==> config.mk <==
export PLATFORM = sky130hd
export DESIGN_NAME = dac_mode_control_port
export DESIGN_NICKNAME = d
export VERILOG_FILES = /design/src/verilog/dac_mode_pkg.sv /design/src/verilog/atten_ramp.sv /design/src/verilog/dac_mode_control_port.sv
export VERILOG_INCLUDE_DIRS = /design/src /design/src/verilog
export SDC_FILE = /design/constraint.sdc
export NUM_CORES = 1
export LEC_CHECK = 0
export BUFFER_PORTS_ARGS = -buffer_cell sky130_fd_sc_hd__buf_4
export CORE_MARGIN = 2
export CORE_UTILIZATION = 59
export DETAILED_ROUTE_END_ITERATION = 6
export GPL_TIMING_DRIVEN = 0
export PLACE_DENSITY = 0.79
export SLEW_MARGIN = 40
export SYNTH_ARGS = -nofsm -noshare
export SYNTH_HDL_FRONTEND = slang
export SYNTH_HIERARCHICAL = 1
export SYNTH_SLANG_ARGS = --single-unit
==> constraint.sdc <==
create_clock -name ref_clk -period 5.13 [get_ports ref_clk]
set_clock_uncertainty 0.15 [all_clocks]
set_input_delay 0.7695 -clock ref_clk [delete_from_list [all_inputs] [get_ports ref_clk]]
set_output_delay 0.7695 -clock ref_clk [all_outputs]
set_load 0.02 [all_outputs]
==> src/verilog/dac_mode_defines.svh <==
// Purpose: named constants for the dac mode control port
// Assumes: included by bare name; definitions only
// Notes:   offsets are register indexes carried in the control word
`ifndef DAC_MODE_DEFINES_SVH
`define DAC_MODE_DEFINES_SVH

// ------------------------------------------------------------
// control word layout
// ------------------------------------------------------------
`define WORD_BITS 16
`define WORD_COUNT_W 5
`define FRAME_LAST_COUNT 5'h10
`define IDX_MSB 14
`define IDX_LSB 8
`define DATA_MSB 7

// ------------------------------------------------------------
// register indexes
// ------------------------------------------------------------
`define IDX_LEFT_ATTEN 7'h10
`define IDX_RIGHT_ATTEN 7'h11
`define IDX_MUTE_RATE_RESET 7'h12
`define IDX_OUT_DEEMPH 7'h13
`define IDX_FORMAT_FILTER 7'h14
`define IDX_ZERO_PHASE 7'h16

// ------------------------------------------------------------
// reset values
// ------------------------------------------------------------
`define RST_ATTEN 8'hff
`define RST_MUTE_RATE_RESET 8'h00
`define RST_OUT_DEEMPH 8'h00
`define RST_FORMAT_FILTER 8'h05
`define RST_ZERO_PHASE 8'h00
`define PINS_IDLE 8'h04

// ------------------------------------------------------------
// field positions
// ------------------------------------------------------------
`define SOFT_REINIT_BIT 7
`define OS_SELECT_BIT 6
`define RIGHT_MUTE_BIT 1
`define LEFT_MUTE_BIT 0
`define DEEMPH_RATE_MSB 6
`define DEEMPH_RATE_LSB 5
`define DEEMPH_EN_BIT 4
`define RIGHT_DISABLE_BIT 1
`define LEFT_DISABLE_BIT 0
`define ROLLOFF_BIT 5
`define FORMAT_MSB 2
`define FORMAT_LSB 0
`define COMMON_ZERO_BIT 2
`define ZERO_INVERT_BIT 1
`define PHASE_INVERT_BIT 0

// ------------------------------------------------------------
// codes and levels
// ------------------------------------------------------------
`define ATTEN_MUTE_CODE 8'h80
`define FORMAT_I2S 3'h4
`define FORMAT_RJ16 3'h3
`define DEEMPH_RATE_44K1 2'h0
`define RAMP_SAMPLE_PERIODS 8

`endif

==> src/verilog/dac_mode_pkg.sv <==
// Purpose: shared types of the dac mode control port
// Assumes: nothing
// Notes:   constants live in dac_mode_defines.svh
package dac_mode_pkg;

  typedef enum logic [0:0]
  {
    PORT_IDLE  = 1'b0,
    PORT_SHIFT = 1'b1
  } port_state_t;

endpackage

==> src/verilog/atten_ramp.sv <==
// Purpose: steps one channel's applied attenuation toward its target
// Assumes: sample_edge is a one-cycle pulse per sample period
// Notes:   codes at or below the mute code all mean full mute
`timescale 1ns/1ps
`default_nettype none
`include "dac_mode_defines.svh"

module atten_ramp
#(
  parameter int STEP_PERIODS = `RAMP_SAMPLE_PERIODS
)
(
  // clock and reset
  input wire logic ref_clk,
  input wire logic resetn,
  input wire logic restart,
  // control
  input wire logic sample_edge,
  input wire logic [7:0] target_code,
  input wire logic soft_mute,
  // state
  output logic [7:0] applied_level,
  output logic muted
);
  import dac_mode_pkg::*;

  localparam int CW = (STEP_PERIODS > 1) ? $clog2(STEP_PERIODS) : 1;

  if (STEP_PERIODS < 1)
  begin
    $error("atten_ramp: STEP_PERIODS must be at least 1");
  end

  logic [7:0] level_reg, level_next;
  logic [CW-1:0] cnt_reg, cnt_next;
  logic [7:0] goal;

  // ------------------------------------------------------------
  // next state
  // ------------------------------------------------------------
  always_comb
  begin
    if (soft_mute || target_code <= `ATTEN_MUTE_CODE)
      goal = `ATTEN_MUTE_CODE;
    else
      goal = target_code;
    level_next = level_reg;
    cnt_next = cnt_reg;
    if (level_reg == goal)
      cnt_next = '0;
    else if (sample_edge)
    begin
      if (cnt_reg == CW'(STEP_PERIODS - 1))
      begin
        cnt_next = '0;
        if (level_reg < goal)
          level_next = level_reg + 8'h01;
        else
          level_next = level_reg - 8'h01;
      end
      else
        cnt_next = cnt_reg + CW'(1);
    end
  end

  // ------------------------------------------------------------
  // registers
  // ------------------------------------------------------------
  always_ff @(posedge ref_clk)
  begin
    if (!resetn || restart)
    begin
      level_reg <= `RST_ATTEN;
      cnt_reg <= '0;
    end
    else
    begin
      level_reg <= level_next;
      cnt_reg <= cnt_next;
    end
  end

  assign applied_level = level_reg;
  assign muted = (level_reg <= `ATTEN_MUTE_CODE);

endmodule
`default_nettype wire

==> src/verilog/dac_mode_control_port.sv <==
// Purpose: three-wire mode control port and mode registers of a stereo dac
// Assumes: pins are asynchronous to ref_clk and slower than a quarter of it
// Notes:   pin_strap_mode selects strapped operation from three pins
`timescale 1ns/1ps
`default_nettype none
`include "dac_mode_defines.svh"

module dac_mode_control_port
(
  // clock and reset
  input wire logic ref_clk,
  input wire logic resetn,
  // serial control port
  input wire logic control_latch,
  input wire logic control_shift_clock,
  input wire logic control_serial_in,
  // strap pins
  input wire logic pin_strap_mode,
  input wire logic format_select_pin,
  input wire logic deemph_pin,
  input wire logic soft_mute_pin,
  // audio word clock, used only to time attenuation steps
  input wire logic word_clock,
  // attenuation state
  output logic [7:0] left_applied_level,
  output logic [7:0] right_applied_level,
  output logic left_muted,
  output logic right_muted,
  // mode settings
  output logic [2:0] audio_format_field,
  output logic deemph_enable,
  output logic [1:0] deemph_rate_select,
  output logic os_rate_high,
  output logic left_output_disable,
  output logic right_output_disable,
  output logic rolloff_select,
  output logic common_zero_flag_select,
  output logic zero_flag_invert,
  output logic output_phase_invert,
  // port status
  output dac_mode_pkg::port_state_t port_state,
  output logic soft_reinit
);
  import dac_mode_pkg::*;

  // ------------------------------------------------------------
  // pin synchronisers
  // ------------------------------------------------------------
  // all pins retimed, no phase tie to audio
  logic [7:0] meta_reg, sync_reg, prev_reg;
  logic [7:0] pins_in;
  assign pins_in = {pin_strap_mode, format_select_pin, deemph_pin, soft_mute_pin,
                    word_clock, control_latch, control_shift_clock, control_serial_in};
  always_ff @(posedge ref_clk)
  begin
    if (!resetn)
    begin
      meta_reg <= `PINS_IDLE;
      sync_reg <= `PINS_IDLE;
      prev_reg <= `PINS_IDLE;
    end
    else
    begin
      meta_reg <= pins_in;
      sync_reg <= meta_reg;
      prev_reg <= sync_reg;
    end
  end
  logic s_strap, s_fmt, s_deemph_pin, s_mute, s_word, s_latch, s_sclk, s_sdi;
  assign {s_strap, s_fmt, s_deemph_pin, s_mute, s_word, s_latch, s_sclk, s_sdi} = sync_reg;
  logic sclk_rise, latch_fall, latch_rise, word_rise;
  assign sclk_rise = s_sclk && !prev_reg[1];
  assign latch_fall = !s_latch && prev_reg[2];
  assign latch_rise = s_latch && !prev_reg[2];
  assign word_rise = s_word && !prev_reg[3];

  // ------------------------------------------------------------
  // serial shifter
  // ------------------------------------------------------------
  port_state_t state_reg, state_next;
  logic [`WORD_BITS-1:0] shift_reg, shift_next;
  logic [`WORD_COUNT_W-1:0] count_reg, count_next;
  logic commit;
  always_comb
  begin
    state_next = state_reg;
    shift_next = shift_reg;
    count_next = count_reg;
    commit = 1'b0;
    case (state_reg)
      PORT_IDLE:
      begin
        if (latch_fall)
        begin
          state_next = PORT_SHIFT;
          count_next = '0;
        end
      end
      PORT_SHIFT:
      begin
        if (latch_rise)
        begin
          state_next = PORT_IDLE;
          // commit on latch rise; short or long frame dropped
          commit = (count_reg == `FRAME_LAST_COUNT);
        end
        else if (sclk_rise)
        begin
          // msb first into the low end
          shift_next = {shift_reg[`WORD_BITS-2:0], s_sdi};
          // count saturates past sixteen so extra clocks spoil the frame
          if (count_reg != {`WORD_COUNT_W{1'b1}})
            count_next = count_reg + `WORD_COUNT_W'(1);
        end
      end
      default:
        state_next = PORT_IDLE;
    endcase
  end

  always_ff @(posedge ref_clk)
  begin
    if (!resetn)
    begin
      state_reg <= PORT_IDLE;
      shift_reg <= '0;
      count_reg <= '0;
    end
    else
    begin
      state_reg <= state_next;
      shift_reg <= shift_next;
      count_reg <= count_next;
    end
  end

  // index and value fields; bit 15 is not checked
  logic [6:0] register_index;
  logic [7:0] write_value;
  assign register_index = shift_reg[`IDX_MSB:`IDX_LSB];
  assign write_value = shift_reg[`DATA_MSB:0];

  // ------------------------------------------------------------
  // mode registers
  // ------------------------------------------------------------
  logic [7:0] left_atten_reg, left_atten_next;
  logic [7:0] right_atten_reg, right_atten_next;
  logic [7:0] mute_rate_reg, mute_rate_next;
  logic [7:0] out_deemph_reg, out_deemph_next;
  logic [7:0] format_filter_reg, format_filter_next;
  logic [7:0] zero_phase_reg, zero_phase_next;
  logic reinit_next;
  always_comb
  begin
    left_atten_next = left_atten_reg;
    right_atten_next = right_atten_reg;
    mute_rate_next = mute_rate_reg;
    out_deemph_next = out_deemph_reg;
    format_filter_next = format_filter_reg;
    zero_phase_next = zero_phase_reg;
    reinit_next = 1'b0;
    if (commit)
    begin
      // reserved bits stored as written, never acted on
      case (register_index)
        `IDX_LEFT_ATTEN:
          left_atten_next = write_value;
        `IDX_RIGHT_ATTEN:
          right_atten_next = write_value;
        `IDX_MUTE_RATE_RESET:
        begin
          if (write_value[`SOFT_REINIT_BIT])
          begin
            reinit_next = 1'b1;
            left_atten_next = `RST_ATTEN;
            right_atten_next = `RST_ATTEN;
            mute_rate_next = `RST_MUTE_RATE_RESET;
            out_deemph_next = `RST_OUT_DEEMPH;
            format_filter_next = `RST_FORMAT_FILTER;
            zero_phase_next = `RST_ZERO_PHASE;
          end
          else
            mute_rate_next = write_value;
        end
        `IDX_OUT_DEEMPH:
          out_deemph_next = write_value;
        `IDX_FORMAT_FILTER:
          format_filter_next = write_value;
        `IDX_ZERO_PHASE:
          zero_phase_next = write_value;
        default:
          reinit_next = 1'b0;
      endcase
    end
  end

  always_ff @(posedge ref_clk)
  begin
    if (!resetn)
    begin
      left_atten_reg <= `RST_ATTEN;
      right_atten_reg <= `RST_ATTEN;
      mute_rate_reg <= `RST_MUTE_RATE_RESET;
      out_deemph_reg <= `RST_OUT_DEEMPH;
      format_filter_reg <= `RST_FORMAT_FILTER;
      zero_phase_reg <= `RST_ZERO_PHASE;
      soft_reinit <= 1'b0;
    end
    else
    begin
      left_atten_reg <= left_atten_next;
      right_atten_reg <= right_atten_next;
      mute_rate_reg <= mute_rate_next;
      out_deemph_reg <= out_deemph_next;
      format_filter_reg <= format_filter_next;
      zero_phase_reg <= zero_phase_next;
      soft_reinit <= reinit_next;
    end
  end

  // ------------------------------------------------------------
  // effective settings, strapped or programmed
  // ------------------------------------------------------------
  logic [2:0] fmt_next;
  logic deemph_pin_next, os_next, lmute_eff, rmute_eff;
  logic [1:0] rate_next;
  always_comb
  begin
    if (s_strap)
    begin
      // format pin picks i2s or 16-bit right-justified
      fmt_next = s_fmt ? `FORMAT_RJ16 : `FORMAT_I2S;
      deemph_pin_next = s_deemph_pin;
      rate_next = `DEEMPH_RATE_44K1;
      os_next = 1'b0;
      lmute_eff = s_mute;
      rmute_eff = s_mute;
    end
    else
    begin
      fmt_next = format_filter_reg[`FORMAT_MSB:`FORMAT_LSB];
      deemph_pin_next = out_deemph_reg[`DEEMPH_EN_BIT];
      rate_next = out_deemph_reg[`DEEMPH_RATE_MSB:`DEEMPH_RATE_LSB];
      os_next = mute_rate_reg[`OS_SELECT_BIT];
      lmute_eff = mute_rate_reg[`LEFT_MUTE_BIT];
      rmute_eff = mute_rate_reg[`RIGHT_MUTE_BIT];
    end
  end

  // strapped mode leaves the programmed-only controls at their defaults, except common_zero_flag_select, which it forces high
  always_ff @(posedge ref_clk)
  begin
    if (!resetn)
    begin
      audio_format_field <= 3'(`RST_FORMAT_FILTER);
      deemph_enable <= 1'b0;
      deemph_rate_select <= `DEEMPH_RATE_44K1;
      os_rate_high <= 1'b0;
      left_output_disable <= 1'b0;
      right_output_disable <= 1'b0;
      rolloff_select <= 1'b0;
      common_zero_flag_select <= 1'b0;
      zero_flag_invert <= 1'b0;
      output_phase_invert <= 1'b0;
    end
    else
    begin
      audio_format_field <= fmt_next;
      deemph_enable <= deemph_pin_next;
      deemph_rate_select <= rate_next;
      os_rate_high <= os_next;
      left_output_disable <= !s_strap && out_deemph_reg[`LEFT_DISABLE_BIT];
      right_output_disable <= !s_strap && out_deemph_reg[`RIGHT_DISABLE_BIT];
      rolloff_select <= !s_strap && format_filter_reg[`ROLLOFF_BIT];
      common_zero_flag_select <= s_strap || zero_phase_reg[`COMMON_ZERO_BIT];
      zero_flag_invert <= !s_strap && zero_phase_reg[`ZERO_INVERT_BIT];
      output_phase_invert <= !s_strap && zero_phase_reg[`PHASE_INVERT_BIT];
    end
  end

  assign port_state = state_reg;

  // ------------------------------------------------------------
  // attenuation ramps
  // ------------------------------------------------------------
  // steps paced by word clock rising edges
  atten_ramp #(.STEP_PERIODS(`RAMP_SAMPLE_PERIODS)) left_ramp
  (
    .ref_clk(ref_clk), .resetn(resetn), .restart(soft_reinit), .sample_edge(word_rise),
    .target_code(s_strap ? `RST_ATTEN : left_atten_reg), .soft_mute(lmute_eff),
    .applied_level(left_applied_level), .muted(left_muted)
  );

  atten_ramp #(.STEP_PERIODS(`RAMP_SAMPLE_PERIODS)) right_ramp
  (
    .ref_clk(ref_clk), .resetn(resetn), .restart(soft_reinit), .sample_edge(word_rise),
    .target_code(s_strap ? `RST_ATTEN : right_atten_reg), .soft_mute(rmute_eff),
    .applied_level(right_applied_level), .muted(right_muted)
  );

endmodule
`default_nettype wire

# Word level (Yosys, flattened, before mapping)
# Index checks and enable logic that the tools add are counted.
# totals
reg_bits	116
inputBits	10
wordCells	133
# op_classes
addsub	7
order_cmp	6
eq_ne	17
n_mux	33
bitwise	5
n_reduce_logical	38
# op_table
cell	n
$mux 8	7
$eq 7x5->1 const B	6
$le 8x8->1 const B	4
$pmux 8 s2	2
$reduce_and 3->1	9
$mux 5	4
$add 8x1->8 const B	2
$eq 8x8->1	2
$lt 8x8->1	2
$sub 8x1->8 const B	2
$mux 7	2
$pmux 7 s2	1
$mux 3	4
$pmux 6 s2	1
$pmux 5 s2	1
$reduce_bool 2->1	5
$logic_and 1x1->1	9
$mux 1	8
$ne 2x2->1 const B	4
$add 3x1->3 const B	2
$eq 3x3->1 const B	2
$logic_not 1->1	6
$mux 6	1
$pmux 3 s2	1
other kinds (10)	19

# Longest topological paths before layout
# Gate-level depths: netlist of the first run.
# logic_depth
depth_word	7
ltp_mapped	18
ltp_nobuf	16

# Modules after synthesis
# Netlist of the first run, hierarchy kept.
# modules_own_cells
module	n_inst	cells_each	area_per_inst_um2	seq_area_each_um2
dac_mode_control_port	1	333	3348.2	1701.6
atten_ramp (right_ramp)	1	108	932.1	220.2
atten_ramp (left_ramp)	1	104	889.6	220.2

# Least setup slack after synthesis of the first run
# OpenSTA, ideal clock, no wires.
# synth_timing
kind	register to register
start	register sync_reg[7]
end	register left_ramp.level_reg[7] (netlist: left_ramp/applied_level[7])
setup_ns	0.130
arrival_time_ns	3.546
required_ns	4.850
path_slack_ns	1.304
stages_incl_launch_ff	18
n_path_buf	2
period_less_slack_ns	3.826
cell_sequence	dfxtp_1 clkbuf_1 clkbuf_1 or2_2 nor2b_1 nand2_1 ha_1 nor2b_1 o211ai_1 a21oi_1 or2_2 ha_1 o211ai_1 o21ai_2 a31oi_1 or4_4 a21oi_2 a31oi_1
# synth_between
elab_chain_cells	7
elab_cells_between_ends	10
classes_between	order compare: 2; eq/ne: 1; mux: 4; bitwise: 1; reduce/logical: 2
# synth_lines
item	line	rtl
start, declared	dac_mode_control_port.sv:50	logic [7:0] meta_reg, sync_reg, prev_reg;
start signal, assigned	dac_mode_control_port.sv:59	sync_reg <= `PINS_IDLE;
start signal, assigned	dac_mode_control_port.sv:65	sync_reg <= meta_reg;
$mux 8	dac_mode_control_port.sv:290	.target_code(s_strap ? `RST_ATTEN : left_atten_reg), .soft_mute(lmute_eff),
$le 8x8->1 (no source line)	--	
$logic_or 1x1->1 (no source line)	--	
$mux 8 *	atten_ramp.sv:43	if (soft_mute || target_code <= `ATTEN_MUTE_CODE)
branches (longest 3 deep; another with $lt 8x8->1)	--	
end signal, assigned	atten_ramp.sv:73	level_reg <= `RST_ATTEN;
end signal, assigned	atten_ramp.sv:78	level_reg <= level_next;
end, declared	atten_ramp.sv:34	logic [7:0] level_reg, level_next;
# Mark *: on every way between the ends.
# A chain may end at the register's enable or synchronous reset.

# Worst setup path after layout of the first run
# Ends and elaborated chain as after synthesis.

==> results.cfg, run 1 <==
[timing]
finalCriticalPeriod_ps = 4482
post-route-period-util_pct = 87.36
drv_slew = 0
grt_setup_unrepaired = no
fin_tns_setup_ps = 0
relSlewSlack_pct = 59.44
worstMarginPinSlew_ps = 602.1
hold_viol_final = 0
fmax_mhz = 223.1
setup_viol = 0

[setup_path]
reg2reg_depth = 17
worst_ep_required_time_ps = 5230
start_kind = flip-flop
cpMaxStageDelayCell = or4_4
rr_startpoint = sync_reg[7]
critical_path_arrival_ps = 4580
endpoint_kind = flip-flop
path_buf_inv = 2
critPathMaxFanout = 10
rrSetupSlack_ps = 650
crit_chain = clkbuf_1 > clkbuf_1 > or2_2 > nor2b_1 > nand2_1 > ha_1 > nor2b_1 > o211ai_1 > a21oi_1 > or2_2 > ha_1 > o211ai_1 > o21ai_2 > a31oi_1 > or4_4 > a21oi_2 > a31oi_1
worst-setup-path-type = reg2reg
reg2reg_to = left_ramp/applied_level[7]
crit_family = simple AND/OR/NAND/NOR gates
critPathMaxStageDelay_ps = 440

[yosys]
yosys_warnings = 6
async_reset_ff_share_pct = 0
yosys_register_bits = 107
synth-seq-area-share_pct = 41.43
syn_area_sq_um = 5170
synth_cell_types = 53
syn_avg_cell_area_sq_um = 9.486
synth_edf_count = 0
synthFlopType = dfxtp_1
netlist_instances = 545
syn_nets = 592

[placed_design]
place_congestion = 0.8910
io_buffers = 42
hpwl_um = 7697

[global_route]
grt_remaining_overflow = 0
first_global_vias = 3848
grt_first_pass_wirelength_um = 17790
antenna_found_initial = 0
grt_usage_pct = 22.81
grt_max_degree = 19

[finish]
area.growth.synth_to_final_pct = 12.78
multi_input_area_sq_um = 2865
antenna_cells = 0
drive_above_1_share_pct = 16.58
largest_reg_flops = 15
seq_area_sq_um = 2142
fill_cells = 709
nets = 645

[detailed_routing]
drtIter0Drc = 86
wl_per_cell_um = 14.54
first_pass_iters = 4
drc = 0
antenna_left = 0
viasPerCell = 5.484
vias = 3899
drt-total-wl_um = 10340

[outcome]
outcome = finished, final reports clean

[floorplan]
dieHeight_um = 97.61
core_area_sq_um = 8593
initial_utilization_pct = 60.16
num_io_pins = 43
die_w_um = 97.61
dieArea_sq_um = 9528
rows = 34

[pwr]
vdd_drop_max_mv = 0.1336
p_per_area_nw_per_um2 = 253.9
p_leak_nw = 2.610
power_w = 0.001480

[min_path]
hp-start = meta_reg[2]
whs_path_depth = 1
hold-path-endpoint = sync_reg[2]
hp-class = reg2reg

[cts]
cts.path.max_buffers = 2
clkTransAtPathRegs_ps = 100
clk_latency_ps = 370
tritoncts.num_buffers = 9
clock_sinks = 107
cts_tree = done
cts_root_buf = clkbuf_8
htreeDepth = 3
cts.hold.buffers_added = 0
ctsResizeCount = 0
cts_setup_buffers = 0

[job]
drv_cap = 0
## worst max-delay path by stage
stage / depth (start not counted) / start / slack [ps] / end
floorplan: 17 / sync_reg[7] / 1300 / left_ramp/applied_level[7]
global placement: 17 / sync_reg[7] / 760 / left_ramp/applied_level[7]
finish: 17 / sync_reg[7] / 650 / left_ramp/applied_level[7]
CTS: 17 / sync_reg[7] / 650 / left_ramp/applied_level[7]
global route: 17 / sync_reg[7] / 290 / left_ramp/applied_level[7]
detailed placement: 17 / sync_reg[7] / 690 / left_ramp/applied_level[7]
## kinds of logic after synthesis
family,share of synthesized area (%)
and+or+nand+nor,23.57
DFF,41.43
AOI/OAI and AO/OA,12.85
muxes,7.357
buffers and inverters,3.195
adders and majority gates,9.245
xor gates and xnor gates,2.202
other,0.1453
## per-layer routing
layer  GRT usage (%)  share of wire [%]  routed length [um]
met5               0                  0                   0
met4           6.944                1.6                 165
met3           5.180                4.1                 420
met2           39.79                 50                5143
met1           28.03                 45                4607
## metrics by stage
stage                     area [sq um]  util [%]  setup WS [ps]  hold WS, ps  std cells
final                             5831     67.85          648.3        274.0        711
after global routing              5831     67.85          293.5        286.0        711
after CTS                         5828     67.82          653.0        277.9        711
after detailed placement          5620     65.40          686.4        247.2        695
after global placement            5620     65.40          758.6        251.5        695
after floorplan                   5170         -           1304        236.3        545
## power breakdown
part	switching [W]	total (W)	internal, W	leakage, nW
logic	0.0000588	0.000104	0.0000448	1.64
registers	0.00000317	0.000841	0.000838	0.867
clock network	0.000289	0.000535	0.000246	0.102
total	0.000351	0.00148	0.00113	2.61
## cells in the mapped netlist (2+ instances only)
library cell  count  area [sq um]
a211oi_1          3         22.52
a21boi_0         11         82.58
a21o_1            7         52.55
a21oi_1          17         85.08
a21oi_2           4         35.03
a22o_1            2         17.52
a2bb2oi_1         2         17.52
a31oi_1           3         18.77
and2_1           26         162.7
and3_1            2         12.51
buf_2             6         30.03
buf_6             2         22.52
clkbuf_1         17         63.81
conb_1            2         7.510
dfxtp_1         107          2142
fa_1              2         40.04
ha_1             35         437.9
inv_1            13         48.80
mux2i_1          38         380.4
nand2_1          45         168.9
nand2b_1          7         43.79
nand3_1          12         60.06
nand4_1          10         62.56
nor2_1           20         75.07
nor2b_1          50         312.8
nor3_1            4         20.02
nor3b_1           2         15.01
o211ai_1         15         112.6
o21a_1            3         22.52
o21ai_0          19         95.09
o31ai_1           2         15.01
o41ai_1           3         26.28
or2_2            17         106.4
or3_1             3         18.77
or3b_2            2         17.52
or4_1             2         15.01
or4_4             3         33.78
xnor2_1          10         87.58
xor2_1            3         26.28
## placed cells by master (no fill, tap or decap), types with 4 or more instances in the layout
cell type / Yosys / final
dfxtp_1: 107 / 107
nor2b_1: 50 / 49
nand2_1: 45 / 45
buf_4: 0 / 42
mux2i_1: 38 / 38
ha_1: 35 / 35
and2_1: 26 / 26
nor2_1: 20 / 20
o21ai_0: 19 / 19
clkbuf_1: 17 / 18
or2_2: 17 / 17
a21oi_1: 17 / 17
o211ai_1: 15 / 15
inv_1: 13 / 13
nand3_1: 12 / 12
a21boi_0: 11 / 11
xnor2_1: 10 / 10
nand4_1: 10 / 10
clkbuf_8: 0 / 10
nand2b_1: 7 / 7
a21o_1: 7 / 7
buf_2: 6 / 6
nor3_1: 4 / 4
a21oi_2: 4 / 4
## final cells by class
| type | count | area share (%) |
|---|---|---|
| sequential | 107 | 36.74 |
| buffer | 25 | 1.996 |
| timing repair buffer | 42 | 5.408 |
| clock buffer | 11 | 2.425 |
| multi-input combinational | 400 | 49.14 |
| tap | 108 | 2.318 |
| clock inverter | 5 | 1.137 |
| inverter | 13 | 0.8369 |
Note: power is estimated with default switching activity, not from simulation.
==> inputs of run 2 (changes only) <==
RECOVER_POWER = 50   (was default)
==> run 2 against run 1 <==
Utilization is 0.80 points lower. Setup slack better by 4.1 ps. Die area stayed put. Non-clock buffer count stayed put. Largest power group unchanged.
==> results.cfg, run 2 (synthesis gave the netlist of run 1 again) <==
[floorplan]
num_io_pins = 43
initial_utilization_pct = 60.16
die_w_um = 97.61
core_area_sq_um = 8593
rows = 34
dieArea_sq_um = 9528
dieHeight_um = 97.61

[detailed_routing]
wl_per_cell_um = 14.58
viasPerCell = 5.491
drt-total-wl_um = 10360
drc = 0
antenna_left = 0
first_pass_iters = 4
drtIter0Drc = 73
vias = 3904

[finish]
finish.utilization_pct = 67.05
fill_cells = 730
largest_reg_flops = 15
final_common_cell = dfxtp_1
nets = 645
antenna_cells = 0
finalNonFillerCells = 711
finalInstanceArea_sq_um = 5762
drive_above_1_share_pct = 13.43
final_cell_mix = dfxtp_1, nor2b_1, nand2_1
area.growth.synth_to_final_pct = 11.45

[cts]
clkTransAtPathRegs_ps = 100
cts_tree = done
clk_latency_ps = 370
cts_root_buf = clkbuf_8
htreeDepth = 3
cts.path.max_buffers = 2
cts_setup_buffers = 0
clock_sinks = 107
cts.hold.buffers_added = 0
tritoncts.num_buffers = 9
ctsResizeCount = 0

[global_route]
first_global_vias = 3848
grt_first_pass_wirelength_um = 17790
grt_usage_pct = 22.81
grt_remaining_overflow = 0
grt_max_degree = 19
antenna_found_initial = 0

[setup_path]
critPathMaxStageDelay_ps = 440
crit_chain = clkbuf_1 > clkbuf_1 > or2_2 > nor2b_1 > nand2_1 > ha_1 > a21oi_1 > nand2_1 > a21o_1 > or2_2 > ha_1 > o211ai_1 > o21ai_2 > a31oi_1 > or4_4 > a21oi_2 > a31oi_1
start_kind = flip-flop
cpMaxStageDelayCell = or4_4
reg2reg_depth = 17
critical_path_arrival_ps = 4580
endpoint_kind = flip-flop
rr_startpoint = sync_reg[7]
reg2reg_to = left_ramp/applied_level[7]
worst_ep_required_time_ps = 5230
critPathMaxFanout = 10
worst-setup-path-type = reg2reg
rrSetupSlack_ps = 650

[min_path]
hold-path-endpoint = sync_reg[2]
hp-class = reg2reg
whs_path_depth = 1
hp-start = meta_reg[2]

[job]
drv_cap = 0

[timing]
finalCriticalPeriod_ps = 4478
hold_viol_final = 0
fmax_mhz = 223.3
post-route-period-util_pct = 87.28
fin_tns_setup_ps = 0
grt_setup_unrepaired = no
setup_viol = 0
worstMarginPinSlew_ps = 691.5
relSlewSlack_pct = 53.90
drv_slew = 0

[pwr]
p_per_area_nw_per_um2 = 256.9
p_leak_nw = 2.529
vdd_drop_max_mv = 0.1335
power_w = 0.001480

[placed_design]
place_congestion = 0.8910
placed_area_sq_um = 5620
io_buffers = 42
dp.cells = 695
hpwl_um = 7697

[outcome]
outcome = finished, final reports clean
-- run 2: worst max path at each step --
stage	start	endpoint	slack [ps]	depth (start not counted)
floorplan	sync_reg[7]	left_ramp/applied_level[7]	1300	17
global placement	sync_reg[7]	left_ramp/applied_level[7]	760	17
detailed placement	sync_reg[7]	left_ramp/applied_level[7]	690	17
CTS	sync_reg[7]	left_ramp/applied_level[7]	650	17
global route	sync_reg[7]	left_ramp/applied_level[7]	290	17
finish	sync_reg[7]	left_ramp/applied_level[7]	650	17
-- run 2: layer usage --
| layer | wire [um] | share of wire (%) | track usage, % |
|---|---|---|---|
| met1 | 4514 | 44 | 28.03 |
| met2 | 5200 | 50 | 39.79 |
| met3 | 495 | 4.8 | 5.180 |
| met4 | 154 | 1.5 | 6.944 |
| met5 | 0 | 0 | 0 |
-- run 2: metrics by stage --
step / worst slack [ps] / hold slack [ps]
CTS: 653.0 / 277.9
detailed placement: 686.4 / 247.2
finish: 652.4 / 274.3
floorplan: 1304 / 236.3
global placement: 758.6 / 251.5
global route: 293.5 / 286.0
-- run 2: final cells by class --
type                    count  area (sq um)  area share (%)
repair buffers             42         247.7           4.300
well taps                 108         135.1           2.345
plain buffers              25         115.1           1.998
multi-input cells         400          2865           49.73
clock buffers              11         141.4           2.454
clock inverters             5         66.31           1.151
inverters                  13         48.80          0.8469
flip-flops and latches    107          2142           37.18
-- run 2: power by group --
group	internal, W	switching (W)
clock network	0.000246	0.000290
logic	0.0000437	0.0000588
registers	0.000838	0.00000320
total	0.00113	0.000352
-- run 2: critical path, delay by kind of cell (launching register included) --
| family | cells | cell delay, ps |
|---|---|---|
| buf+inv | 2 | 670 |
| fa+ha+maj | 2 | 700 |
| simple gates | 6 | 1530 |
| compound gates | 7 | 1000 |
| flops | 1 | 320 |
